--- src/hw/lane_mapper_pkg.sv ---
// Shared constants, types and phase tables of the dual-polarisation DQPSK lane mapper.
//
// How it works
// - A lane bit pair 00, 10, 11, 01 advances the carrier phase by 0, pi/2, pi, 3pi/2.
// - The same table converts bit pairs to phase steps on transmit and back on receive.
// - There are four optical lanes, in-phase and quadrature on each of two polarisations.
// - At link initialisation a client-to-optical lane assignment is chosen, any to any.
// - The chosen assignment stays fixed until the connection ends.
// - Both polarisations use the same table, each driven by its own pair of lanes.
// - Every symbol period carries four bits, two on each polarisation.
// - The receiver decodes the phase step between successive symbols, not absolute phase.
// - Received lanes are put back in client order using the framer's lane identification.
// - Staircase FEC parity is inserted on transmit and stripped on receive.
// - The pre-correction bit error ratio of received data is measured and reported.
// - Every received FEC block is counted and the total is readable.
// - Received FEC blocks that could not be corrected are counted and readable.
// - Symbols leave at 27.95 Gbaud within plus or minus 20 ppm.
// - The nominal line rate equals the OTU4 rate of 111,809,973.568 kbit/s.
package lane_mapper_pkg;

  // ----------------
  // Rates and sizes
  // ----------------
  localparam int  LANES            = 4;
  localparam int  POLS             = 2;
  localparam int  BITS_PER_SYMBOL  = 4;
  localparam int  SYMBOL_RATE_KBD  = 27950000;
  localparam int  SYMBOL_TOL_PPM   = 20;
  localparam real LINE_RATE_KBPS   = 111809973.568;
  localparam int  FEC_BLOCK_SYMS   = 256;
  localparam int  FEC_PARITY_SYMS  = 16;
  localparam int  BER_WINDOW_BLKS  = 1024;
  localparam int  CNT_W            = 32;
  localparam int  ERR_W            = 16;

  // ----------------
  // Reset values
  // ----------------
  localparam logic [7:0] IDENTITY_MAP = 8'he4;
  localparam logic [1:0] PHASE_ZERO   = 2'h0;
  localparam logic [1:0] IQ_AT_ZERO   = 2'h3;

  typedef logic [1:0] quad_t;
  typedef enum logic [1:0] {ST_DOWN, ST_INIT, ST_UP} link_state_t;

  function automatic quad_t pair_to_delta(input logic [1:0] pair);
    case (pair)
      2'h0:    pair_to_delta = 2'h0;
      2'h2:    pair_to_delta = 2'h1;
      2'h3:    pair_to_delta = 2'h2;
      default: pair_to_delta = 2'h3;
    endcase
  endfunction

  function automatic logic [1:0] delta_to_pair(input quad_t delta);
    case (delta)
      2'h0:    delta_to_pair = 2'h0;
      2'h1:    delta_to_pair = 2'h2;
      2'h2:    delta_to_pair = 2'h3;
      default: delta_to_pair = 2'h1;
    endcase
  endfunction

  // Quadrant k sits at 45 + k*90 degrees; {I,Q} is one when the component is positive.
  function automatic logic [1:0] quad_to_iq(input quad_t q);
    quad_to_iq = {~q[1] ^ q[0], ~q[1]};
  endfunction

  function automatic quad_t iq_to_quad(input logic i, input logic q);
    iq_to_quad = {~q, ~i ^ ~q};
  endfunction

  function automatic logic map_is_perm(input logic [7:0] map);
    logic [3:0] seen;
    seen = 4'h0;
    for (int c = 0; c < LANES; c++) begin
      seen[map[2*c +: 2]] = 1'b1;
    end
    map_is_perm = &seen;
  endfunction

endpackage

--- src/hw/pol_lane_if.sv ---
// Per-polarisation carrier between the lane mapper and its phase encoder and decoder.
`timescale 1ns/1ps
interface pol_lane_if;
  logic       en;
  logic       clear;
  logic [1:0] tx_pair;
  logic       tx_i;
  logic       tx_q;
  logic       rx_en;
  logic       rx_i;
  logic       rx_q;
  logic [1:0] rx_pair;

  modport enc  (input en, clear, tx_pair, output tx_i, tx_q);
  modport dec  (input rx_en, clear, rx_i, rx_q, output rx_pair);
  modport ctrl (output en, clear, tx_pair, rx_en, rx_i, rx_q, input tx_i, tx_q, rx_pair);
endinterface

--- src/hw/dqpsk_encoder.sv ---
// Differential phase encoder for one polarisation.
`timescale 1ns/1ps
module dqpsk_encoder (
  // Clock and reset
  input wire logic clock,
  input wire logic rstn,
  // Lane pair in, constellation signs out
  pol_lane_if.enc  lane
);

  typedef struct packed {
    lane_mapper_pkg::quad_t phase;
    logic [1:0]             iq;
  } enc_state_t;

  localparam enc_state_t ENC_RESET = '{lane_mapper_pkg::PHASE_ZERO,
                                      lane_mapper_pkg::IQ_AT_ZERO};

  enc_state_t st_r;
  enc_state_t st_nxt;

  always_comb begin
    st_nxt = st_r;
    if (lane.clear) begin
      st_nxt = ENC_RESET;
    end else if (lane.en) begin
      st_nxt.phase = lane_mapper_pkg::quad_t'(st_r.phase +
                     lane_mapper_pkg::pair_to_delta(lane.tx_pair));
      st_nxt.iq    = lane_mapper_pkg::quad_to_iq(st_nxt.phase);
    end
  end

  always_ff @(posedge clock or negedge rstn) begin
    if (!rstn) begin
      st_r <= ENC_RESET;
    end else begin
      st_r <= st_nxt;
    end
  end

  assign lane.tx_i = st_r.iq[1];
  assign lane.tx_q = st_r.iq[0];

endmodule // dqpsk_encoder

--- src/hw/dqpsk_decoder.sv ---
// Differential phase decoder for one polarisation.
`timescale 1ns/1ps
module dqpsk_decoder (
  // Clock and reset
  input wire logic clock,
  input wire logic rstn,
  // Constellation signs in, lane pair out
  pol_lane_if.dec  lane
);

  typedef struct packed {
    lane_mapper_pkg::quad_t prev;
    logic [1:0]             pair;
  } dec_state_t;

  localparam dec_state_t DEC_RESET = '{lane_mapper_pkg::PHASE_ZERO, 2'h0};

  dec_state_t             st_r;
  dec_state_t             st_nxt;
  lane_mapper_pkg::quad_t cur;

  always_comb begin
    st_nxt = st_r;
    cur    = lane_mapper_pkg::iq_to_quad(lane.rx_i, lane.rx_q);
    if (lane.clear) begin
      st_nxt = DEC_RESET;
    end else if (lane.rx_en) begin
      // Only the step from the last symbol matters, so a fixed carrier rotation cancels.
      st_nxt.pair = lane_mapper_pkg::delta_to_pair(
                      lane_mapper_pkg::quad_t'(cur - st_r.prev));
      st_nxt.prev = cur;
    end
  end

  always_ff @(posedge clock or negedge rstn) begin
    if (!rstn) begin
      st_r <= DEC_RESET;
    end else begin
      st_r <= st_nxt;
    end
  end

  assign lane.rx_pair = st_r.pair;

endmodule // dqpsk_decoder

--- src/hw/dual_pol_dqpsk_lane_mapper.sv ---
// Top of the dual-polarisation DQPSK lane mapper with FEC slotting and statistics.
`timescale 1ns/1ps
module dual_pol_dqpsk_lane_mapper #(
  parameter int BLOCK_SYMS  = lane_mapper_pkg::FEC_BLOCK_SYMS,
  parameter int PARITY_SYMS = lane_mapper_pkg::FEC_PARITY_SYMS,
  parameter int WINDOW_BLKS = lane_mapper_pkg::BER_WINDOW_BLKS
) (
  // Clock and reset
  input  wire logic        clock,
  input  wire logic        rstn,
  // Link control
  input  wire logic        link_init,
  input  wire logic        link_drop,
  input  wire logic [7:0]  tx_map_req,
  output logic             link_up,
  output logic [7:0]       tx_map,
  output logic             tx_map_fallback,
  // Client transmit stream, one bit per client lane
  input  wire logic        tx_valid,
  input  wire logic [3:0]  tx_client_bits,
  output logic             tx_ready,
  // Parity from the external staircase encoder
  output logic             tx_parity_req,
  input  wire logic [3:0]  tx_parity,
  // Optical lanes out
  output logic             tx_sym_valid,
  output logic             first_pol_inphase_lane,
  output logic             first_pol_quadrature_lane,
  output logic             second_pol_inphase_lane,
  output logic             second_pol_quadrature_lane,
  // Optical lanes in, already sampled on this clock
  input  wire logic        rx_sym_valid,
  input  wire logic        rx_first_pol_inphase_lane,
  input  wire logic        rx_first_pol_quadrature_lane,
  input  wire logic        rx_second_pol_inphase_lane,
  input  wire logic        rx_second_pol_quadrature_lane,
  // Lane identification from the framer
  input  wire logic        rx_map_valid,
  input  wire logic [7:0]  rx_map_in,
  output logic             rx_map_locked,
  // Client receive stream
  output logic             rx_valid,
  output logic [3:0]       rx_client_bits,
  output logic             rx_parity_valid,
  output logic [3:0]       rx_parity_bits,
  // Block results from the external staircase decoder
  input  wire logic        fec_blk_done,
  input  wire logic        fec_blk_uncorr,
  input  wire logic [15:0] fec_err_bits,
  // Management statistics
  output logic [31:0]      fec_total_blocks,
  output logic [31:0]      fec_uncorr_blocks,
  output logic [31:0]      ber_err_count,
  output logic [31:0]      ber_window_bits,
  output logic             ber_update
);

  // ----------------
  // Derived sizes
  // ----------------
  localparam int POS_W  = $clog2(BLOCK_SYMS);
  localparam int WIN_W  = $clog2(WINDOW_BLKS + 1);
  localparam int CNT_W  = lane_mapper_pkg::CNT_W;
  localparam logic [POS_W-1:0] DATA_SLOTS = POS_W'(BLOCK_SYMS - PARITY_SYMS);
  localparam logic [POS_W-1:0] LAST_SLOT  = POS_W'(BLOCK_SYMS - 1);
  localparam logic [WIN_W-1:0] LAST_BLK   = WIN_W'(WINDOW_BLKS - 1);
  // Bits that one BER window covers: whole blocks of four-bit symbols.
  localparam logic [CNT_W-1:0] WIN_BITS   =
    CNT_W'(WINDOW_BLKS * BLOCK_SYMS * lane_mapper_pkg::BITS_PER_SYMBOL);

  // ----------------
  // State
  // ----------------
  typedef struct packed {
    lane_mapper_pkg::link_state_t link;
    logic [7:0]                   tx_map;
    logic                         fallback;
    logic [7:0]                   rx_map;
    logic                         rx_lock;
    logic [POS_W-1:0]             tx_pos;
    logic                         tx_sv;
    logic                         rx_dv;
    logic [POS_W-1:0]             rx_pos;
    logic                         rx_valid;
    logic [3:0]                   rx_bits;
    logic                         rx_par_valid;
    logic [CNT_W-1:0]             total_blk;
    logic [CNT_W-1:0]             uncorr_blk;
    logic [WIN_W-1:0]             win_blk;
    logic [CNT_W-1:0]             win_err;
    logic [CNT_W-1:0]             ber_err;
    logic                         ber_upd;
  } top_state_t;

  localparam top_state_t TOP_RESET = '{
    link:         lane_mapper_pkg::ST_DOWN,
    tx_map:       lane_mapper_pkg::IDENTITY_MAP,
    fallback:     1'b0,
    rx_map:       lane_mapper_pkg::IDENTITY_MAP,
    rx_lock:      1'b0,
    tx_pos:       '0,
    tx_sv:        1'b0,
    rx_dv:        1'b0,
    rx_pos:       '0,
    rx_valid:     1'b0,
    rx_bits:      4'h0,
    rx_par_valid: 1'b0,
    total_blk:    '0,
    uncorr_blk:   '0,
    win_blk:      '0,
    win_err:      '0,
    ber_err:      '0,
    ber_upd:      1'b0
  };

  top_state_t st_r;
  top_state_t st_nxt;

  logic       up;
  logic       tx_par_slot;
  logic       tx_take;
  logic [3:0] tx_src;
  logic [3:0] tx_opt;
  logic [3:0] rx_opt;
  logic       rx_par_slot;
  logic [3:0] rx_line;

  // Optical lane order is first in-phase, first quadrature, second in-phase, second quadrature.
  pol_lane_if pol[lane_mapper_pkg::POLS] ();

  // ----------------
  // Per-polarisation phase coding
  // ----------------
  assign rx_line = {rx_second_pol_quadrature_lane, rx_second_pol_inphase_lane,
                    rx_first_pol_quadrature_lane, rx_first_pol_inphase_lane};

  generate
    for (genvar p = 0; p < lane_mapper_pkg::POLS; p++) begin : g_pol
      assign pol[p].en      = tx_take;
      assign pol[p].clear   = !up;
      assign pol[p].tx_pair = {tx_opt[2*p], tx_opt[2*p+1]};
      assign pol[p].rx_en   = up && rx_sym_valid;
      assign pol[p].rx_i    = rx_line[2*p];
      assign pol[p].rx_q    = rx_line[2*p+1];
      assign rx_opt[2*p]    = pol[p].rx_pair[1];
      assign rx_opt[2*p+1]  = pol[p].rx_pair[0];

      dqpsk_encoder u_enc (
        .clock (clock),
        .rstn  (rstn),
        .lane  (pol[p])
      );

      dqpsk_decoder u_dec (
        .clock (clock),
        .rstn  (rstn),
        .lane  (pol[p])
      );
    end
  endgenerate

  // ----------------
  // Transmit slotting and lane assignment
  // ----------------
  assign up          = (st_r.link == lane_mapper_pkg::ST_UP);
  assign tx_par_slot = (st_r.tx_pos >= DATA_SLOTS);
  // Parity slots never wait for the client, so the block cadence cannot slip.
  assign tx_take     = up && (tx_par_slot || tx_valid);
  assign tx_src      = tx_par_slot ? tx_parity : tx_client_bits;

  always_comb begin
    tx_opt = 4'h0;
    for (int o = 0; o < lane_mapper_pkg::LANES; o++) begin
      for (int c = 0; c < lane_mapper_pkg::LANES; c++) begin
        if (st_r.tx_map[2*c +: 2] == o[1:0]) begin
          tx_opt[o] = tx_src[c];
        end
      end
    end
  end

  assign rx_par_slot = (st_r.rx_pos >= DATA_SLOTS);

  // ----------------
  // Next state
  // ----------------
  always_comb begin
    st_nxt         = st_r;
    st_nxt.ber_upd = 1'b0;

    case (st_r.link)
      lane_mapper_pkg::ST_DOWN: begin
        if (link_init) begin
          // A request that is not a permutation would drop a lane, so identity is used.
          if (lane_mapper_pkg::map_is_perm(tx_map_req)) begin
            st_nxt.tx_map   = tx_map_req;
            st_nxt.fallback = 1'b0;
          end else begin
            st_nxt.tx_map   = lane_mapper_pkg::IDENTITY_MAP;
            st_nxt.fallback = 1'b1;
          end
          st_nxt.link = lane_mapper_pkg::ST_INIT;
        end
      end
      lane_mapper_pkg::ST_INIT: begin
        st_nxt.tx_pos = '0;
        st_nxt.rx_pos = '0;
        st_nxt.link   = lane_mapper_pkg::ST_UP;
      end
      lane_mapper_pkg::ST_UP: begin
        // tx_map is left untouched here, whatever link_init does; link_drop resets rx_map to identity unless a framer map is locked in the same cycle.
        if (link_drop) begin
          st_nxt.link    = lane_mapper_pkg::ST_DOWN;
          st_nxt.rx_lock = 1'b0;
          st_nxt.rx_map  = lane_mapper_pkg::IDENTITY_MAP;
        end
      end
      default: begin
        st_nxt.link = lane_mapper_pkg::ST_DOWN;
      end
    endcase

    // Transmit block position.
    st_nxt.tx_sv = tx_take;
    if (tx_take) begin
      st_nxt.tx_pos = (st_r.tx_pos == LAST_SLOT) ? '0 : POS_W'(st_r.tx_pos + 1'b1);
    end

    // Framer lane identification, taken once per connection, but one taken in a link_drop cycle stays locked through the next connection.
    if (up && rx_map_valid && !st_r.rx_lock &&
        lane_mapper_pkg::map_is_perm(rx_map_in)) begin
      st_nxt.rx_map  = rx_map_in;
      st_nxt.rx_lock = 1'b1;
    end

    // Receive: decoder output is one cycle behind the line sample.
    st_nxt.rx_dv        = up && rx_sym_valid;
    st_nxt.rx_valid     = st_r.rx_dv && !rx_par_slot;
    st_nxt.rx_par_valid = st_r.rx_dv && rx_par_slot;
    if (st_r.rx_dv) begin
      for (int c = 0; c < lane_mapper_pkg::LANES; c++) begin
        st_nxt.rx_bits[c] = rx_opt[st_r.rx_map[2*c +: 2]];
      end
      st_nxt.rx_pos = (st_r.rx_pos == LAST_SLOT) ? '0 : POS_W'(st_r.rx_pos + 1'b1);
    end

    // FEC statistics; counters saturate rather than wrap so software never sees a drop.
    if (fec_blk_done) begin
      if (st_r.total_blk != '1) begin
        st_nxt.total_blk = CNT_W'(st_r.total_blk + 1'b1);
      end
      if (fec_blk_uncorr && st_r.uncorr_blk != '1) begin
        st_nxt.uncorr_blk = CNT_W'(st_r.uncorr_blk + 1'b1);
      end
      if (st_r.win_err > ('1 - CNT_W'(fec_err_bits))) begin
        st_nxt.win_err = '1;
      end else begin
        st_nxt.win_err = CNT_W'(st_r.win_err + CNT_W'(fec_err_bits));
      end
      if (st_r.win_blk == LAST_BLK) begin
        st_nxt.ber_err = st_nxt.win_err;
        st_nxt.ber_upd = 1'b1;
        st_nxt.win_err = '0;
        st_nxt.win_blk = '0;
      end else begin
        st_nxt.win_blk = WIN_W'(st_r.win_blk + 1'b1);
      end
    end
  end

  always_ff @(posedge clock or negedge rstn) begin
    if (!rstn) begin
      st_r <= TOP_RESET;
    end else begin
      st_r <= st_nxt;
    end
  end

  // ----------------
  // Outputs
  // ----------------
  assign link_up                    = up;
  assign tx_map                     = st_r.tx_map;
  assign tx_map_fallback            = st_r.fallback;
  assign tx_ready                   = up && !tx_par_slot;
  assign tx_parity_req              = up && tx_par_slot;
  assign tx_sym_valid               = st_r.tx_sv;
  assign first_pol_inphase_lane     = pol[0].tx_i;
  assign first_pol_quadrature_lane  = pol[0].tx_q;
  assign second_pol_inphase_lane    = pol[1].tx_i;
  assign second_pol_quadrature_lane = pol[1].tx_q;
  assign rx_map_locked              = st_r.rx_lock;
  assign rx_valid                   = st_r.rx_valid;
  assign rx_client_bits             = st_r.rx_bits;
  assign rx_parity_valid            = st_r.rx_par_valid;
  assign rx_parity_bits             = st_r.rx_bits;
  assign fec_total_blocks           = st_r.total_blk;
  assign fec_uncorr_blocks          = st_r.uncorr_blk;
  assign ber_err_count              = st_r.ber_err;
  assign ber_window_bits            = WIN_BITS;
  assign ber_update                 = st_r.ber_upd;

endmodule // dual_pol_dqpsk_lane_mapper

--- config.mk ---
export PLATFORM = sky130hd
export DESIGN_NAME = dual_pol_dqpsk_lane_mapper
export DESIGN_NICKNAME = d
export VERILOG_FILES = /design/src/hw/lane_mapper_pkg.sv /design/src/hw/pol_lane_if.sv /design/src/hw/dqpsk_encoder.sv /design/src/hw/dqpsk_decoder.sv /design/src/hw/dual_pol_dqpsk_lane_mapper.sv
export SDC_FILE = /design/constraint.sdc
export NUM_CORES = 1
export LEC_CHECK = 0
export ABC_AREA = 1
export BUFFER_PORTS_ARGS = -buffer_cell sky130_fd_sc_hd__buf_2
export CORE_MARGIN = 2
export CORE_UTILIZATION = 58
export DETAILED_ROUTE_END_ITERATION = 10
export PLACE_DENSITY_LB_ADDON = 0.12
export SLEW_MARGIN = 20
export SYNTH_ARGS = -nofsm -noshare
export SYNTH_HDL_FRONTEND = slang
export SYNTH_HIERARCHICAL = 1
export SYNTH_SLANG_ARGS = --single-unit
--- constraint.sdc ---
create_clock -name clock -period 3 [get_ports clock]
set_input_delay 0.3 -clock clock [delete_from_list [all_inputs] [get_ports clock]]
set_output_delay 0.3 -clock clock [all_outputs]
set_load 0.05 [all_outputs]
==> impl_metrics.csv <==
group,metric,value,unit
clock_tree,clock_latency,440,ps
floorplan,fp.dieW,156,um
synthesis,ys_ff_latch,200,
worst_hold_path,min_from,"link_drop",
sta,period_share,89.4,%
pwr,cellPowerDensity,705,nW/um^2
worst_hold_path,min_path_cells,2,
floorplan,num_rows,55,
sta,fin_ws,319,ps
floorplan,die_y,156,um
synthesis,synth_top_flop_cell,"dfrtp_1",
sta,timing.fmax,373,MHz
synthesis,synth_edf_count,0,
synthesis,synth.area.top_cells,"dfrtp_1 35%, nand2_1 21%, buf_4 8.3%",
sta,worst_pin_slew,654,ps
synthesis,synth_top_area_share,34.9,%
critical_path,cp_max_fo,9,
placement,place_area,13600,sq um
global_route,grt_max_degree,73,
synthesis,syn_avg_cell_area,7.03,sq um
synthesis,netlist_instances,1915,
floorplan,ioPinCount,210,
worst_hold_path,hold_class,"in -> reg",
synthesis,syn_area,13500,sq um
final_layout,nNetsFinal,2061,
final_layout,num_antenna_cells,0,
floorplan,dieArea,24500,sq um
floorplan,core,22700,sq um
sta,skew,16.5,ps
global_route,grt_pass1_wl,51000,um
pwr,power.total,10000,uW
clock_tree,cts_root_buf,"clkbuf_16",
final_layout,area_delta_synth_final,5.44,%
synthesis,yosys.area.top_type,"dfrtp_1",
final_layout,register_area,5020,sq um
clock_tree,htree_levels,4,
sta,period_needed,2680,ps
clock_tree,post-cts-setup-buffers,0,
floorplan,initial_utilization,59.3,%
placement,dp_hpwl,22700,um
critical_path,r2r_end,"g_pol[0].u_enc/st_r[3]",
placement,dp_slack,335,ps
clock_tree,cts.sinks,200,
critical_path,crit_type,"reg -> reg",
final_layout,drive_gt1_share,13.8,%
critical_path,r2r_start,"st_r[160]",
detailed_routing,via_count,11500,
sta,fin_setup_tns,0,ps
clock_tree,cts_tree,"done",
critical_path,crit_path_start,"st_r[160]",
critical_path,crit_arrival,2990,ps
placement,portBuffers,177,
clock_tree,path_clk_slew,70,ps
placement,place_congestion,0.938,
final_layout,multiInputGateArea,6440,sq um
sta,setup_viol,0,
sta,slew_viol_final,0,
final_layout,final_area,14200,sq um
sta,rsz0062_at_grt,"false",
run_status,status,"finished clean",
critical_path,r2r_cells,15,
critical_path,critical_path.endpoint_type,"flop",
global_route,grt-ovfl-total,0,
critical_path,r2r_setup_slack,320,ps
synthesis,synth_warnings,6,
sta,worst_hold_slack,97.5,ps
critical_path,worstSetupStartpointType,"flop",
detailed_routing,via_per_inst,5.08,
detailed_routing,drt-initial-drc-count,682,
global_route,grt_usage,25.4,%
pwr,p_leak,0.00785,uW
synthesis,ys_types,49,
final_layout,fillers,2121,
run,maxCapViolations,0,
global_route,grt_pass1_vias,10900,
pwr,irDropWorstVdd,565,uV
global_route,antenna_found_initial,0,
detailed_routing,antenna_left,0,
critical_path,worstPathRequired,3310,ps
clock_tree,ctsLongestPathBuffers,2,
synthesis,synthArstFlopShare,100,%
detailed_routing,drc,0,
detailed_routing,wl_per_cell,13.3,um
worst_hold_path,whs_endpoint,"st_r[183]",
clock_tree,cts_buffers,17,
sta,hold_viol,0,
detailed_routing,routed_wl,30100,um
sta,slew_headroom,56.1,%
synthesis,ys_seq_area_share,37.3,%
detailed_routing,drt_pre_antenna_iters,5,
[registers in the layout, indices dropped and copies added (netlist names), 8 cells and up]
signal and flops:
fec_total_blocks 32, ber_err_count 32, st_r 70, fec_uncorr_blocks 32, tx_map 8
[report_power, final]
| group | switching [uW] | internal (uW) | leakage (uW) |
|---|---|---|---|
| logic | 2910 | 1210 | 0.00497 |
| registers | 485 | 3210 | 0.00262 |
| clock network | 1070 | 1120 | 0.000255 |
[repair_timing]
action                                  in CTS  in global routing
hold buffers                                 1                  0
endpoints found under the hold margin       56                  0
endpoints found under the setup margin       0                  0
gates resized for setup                      0                  0
[cells in the mapped netlist, types with 10 or more instances]
library cell	number
nor2_1	122
dfrtp_1	188
a21oi_1	29
xor2_1	56
ha_1	34
xnor2_1	21
nor3_1	46
nand3_1	95
inv_1	206
inv_2	10
nand2_1	741
buf_4	149
nand4_1	18
o21ai_0	48
o22ai_1	13
buf_2	18
dfstp_2	12
[critical path, stage by stage (launching register included)]
cell and delay, ps:
dfrtp_1 440, nand2_1 120, nor2_4 240, inv_1 120
nand2_1 80, nand2_1 110, a221oi_1 270, o21ai_0 160
ha_1 310, inv_1 50, ha_1 170, inv_1 70
nand2_1 70, nand3_1 110, nand3_1 130, o21ai_0 90
[placed cells by master, fill, tap and decap left out, types with 29 or more instances in the layout]
cell type / count
a21oi_1: 29
buf_2: 176
conb_1: 32
dfrtp_1: 188
ha_1: 34
inv_1: 206
nand2_1: 741
nand3_1: 95
nor2_1: 122
nor3_1: 46
o21ai_0: 48
xor2_1: 56
[how the worst max path moves through the flow]
| stage | to | slack (ps) | cells past startpoint |
|---|---|---|---|
| after floorplan | g_pol[0].u_enc/st_r[3] | 710 | 15 |
| after global placement | g_pol[0].u_enc/st_r[3] | 490 | 15 |
| after detailed placement | g_pol[0].u_enc/st_r[3] | 330 | 15 |
| after CTS | g_pol[0].u_enc/st_r[3] | 310 | 15 |
| after global routing | g_pol[0].u_enc/st_r[3] | 20 | 16 |
| final | g_pol[0].u_enc/st_r[3] | 320 | 15 |
[logic make-up after synthesis]
family / Yosys count / synth area share (%)
DFF: 200 / 37.3
AOI/OAI and AO/OA: 125 / 5.40
xor gates and xnor gates: 77 / 5.01
and+or+nand+nor: 1078 / 33.3
adders and majority gates: 35 / 3.31
other: 2 / 0.0558
buffers and inverters: 398 / 15.7
[per-stage QoR]
stage	utilization (%)	cells
after CTS	62.5	2271
after floorplan	-	1945
final	62.5	2271
after global placement	60.1	2238
after global routing	62.5	2271
after detailed placement	60.1	2238
[final cells by class]
cell class / count / share of cell area [%]
clock inverter: 11 / 0.626
multi-input combinational: 1347 / 45.4
timing repair buffer: 188 / 7.08
tap: 285 / 2.51
clock buffer: 21 / 3.24
inverter: 219 / 5.79
sequential: 200 / 35.4
[layer usage]
| layer | GRT usage, % | vias up | share of wire [%] |
|---|---|---|---|
| met5 | 0 | - | 0 |
| met4 | 7.16 | 0 | 1.2 |
| met3 | 3.74 | 32 | 5.2 |
| met2 | 41.7 | 292 | 46 |
| met1 | 35.2 | 5304 | 48 |
| li1 | - | 5906 | - |
Power figures use the tool's default switching activity.
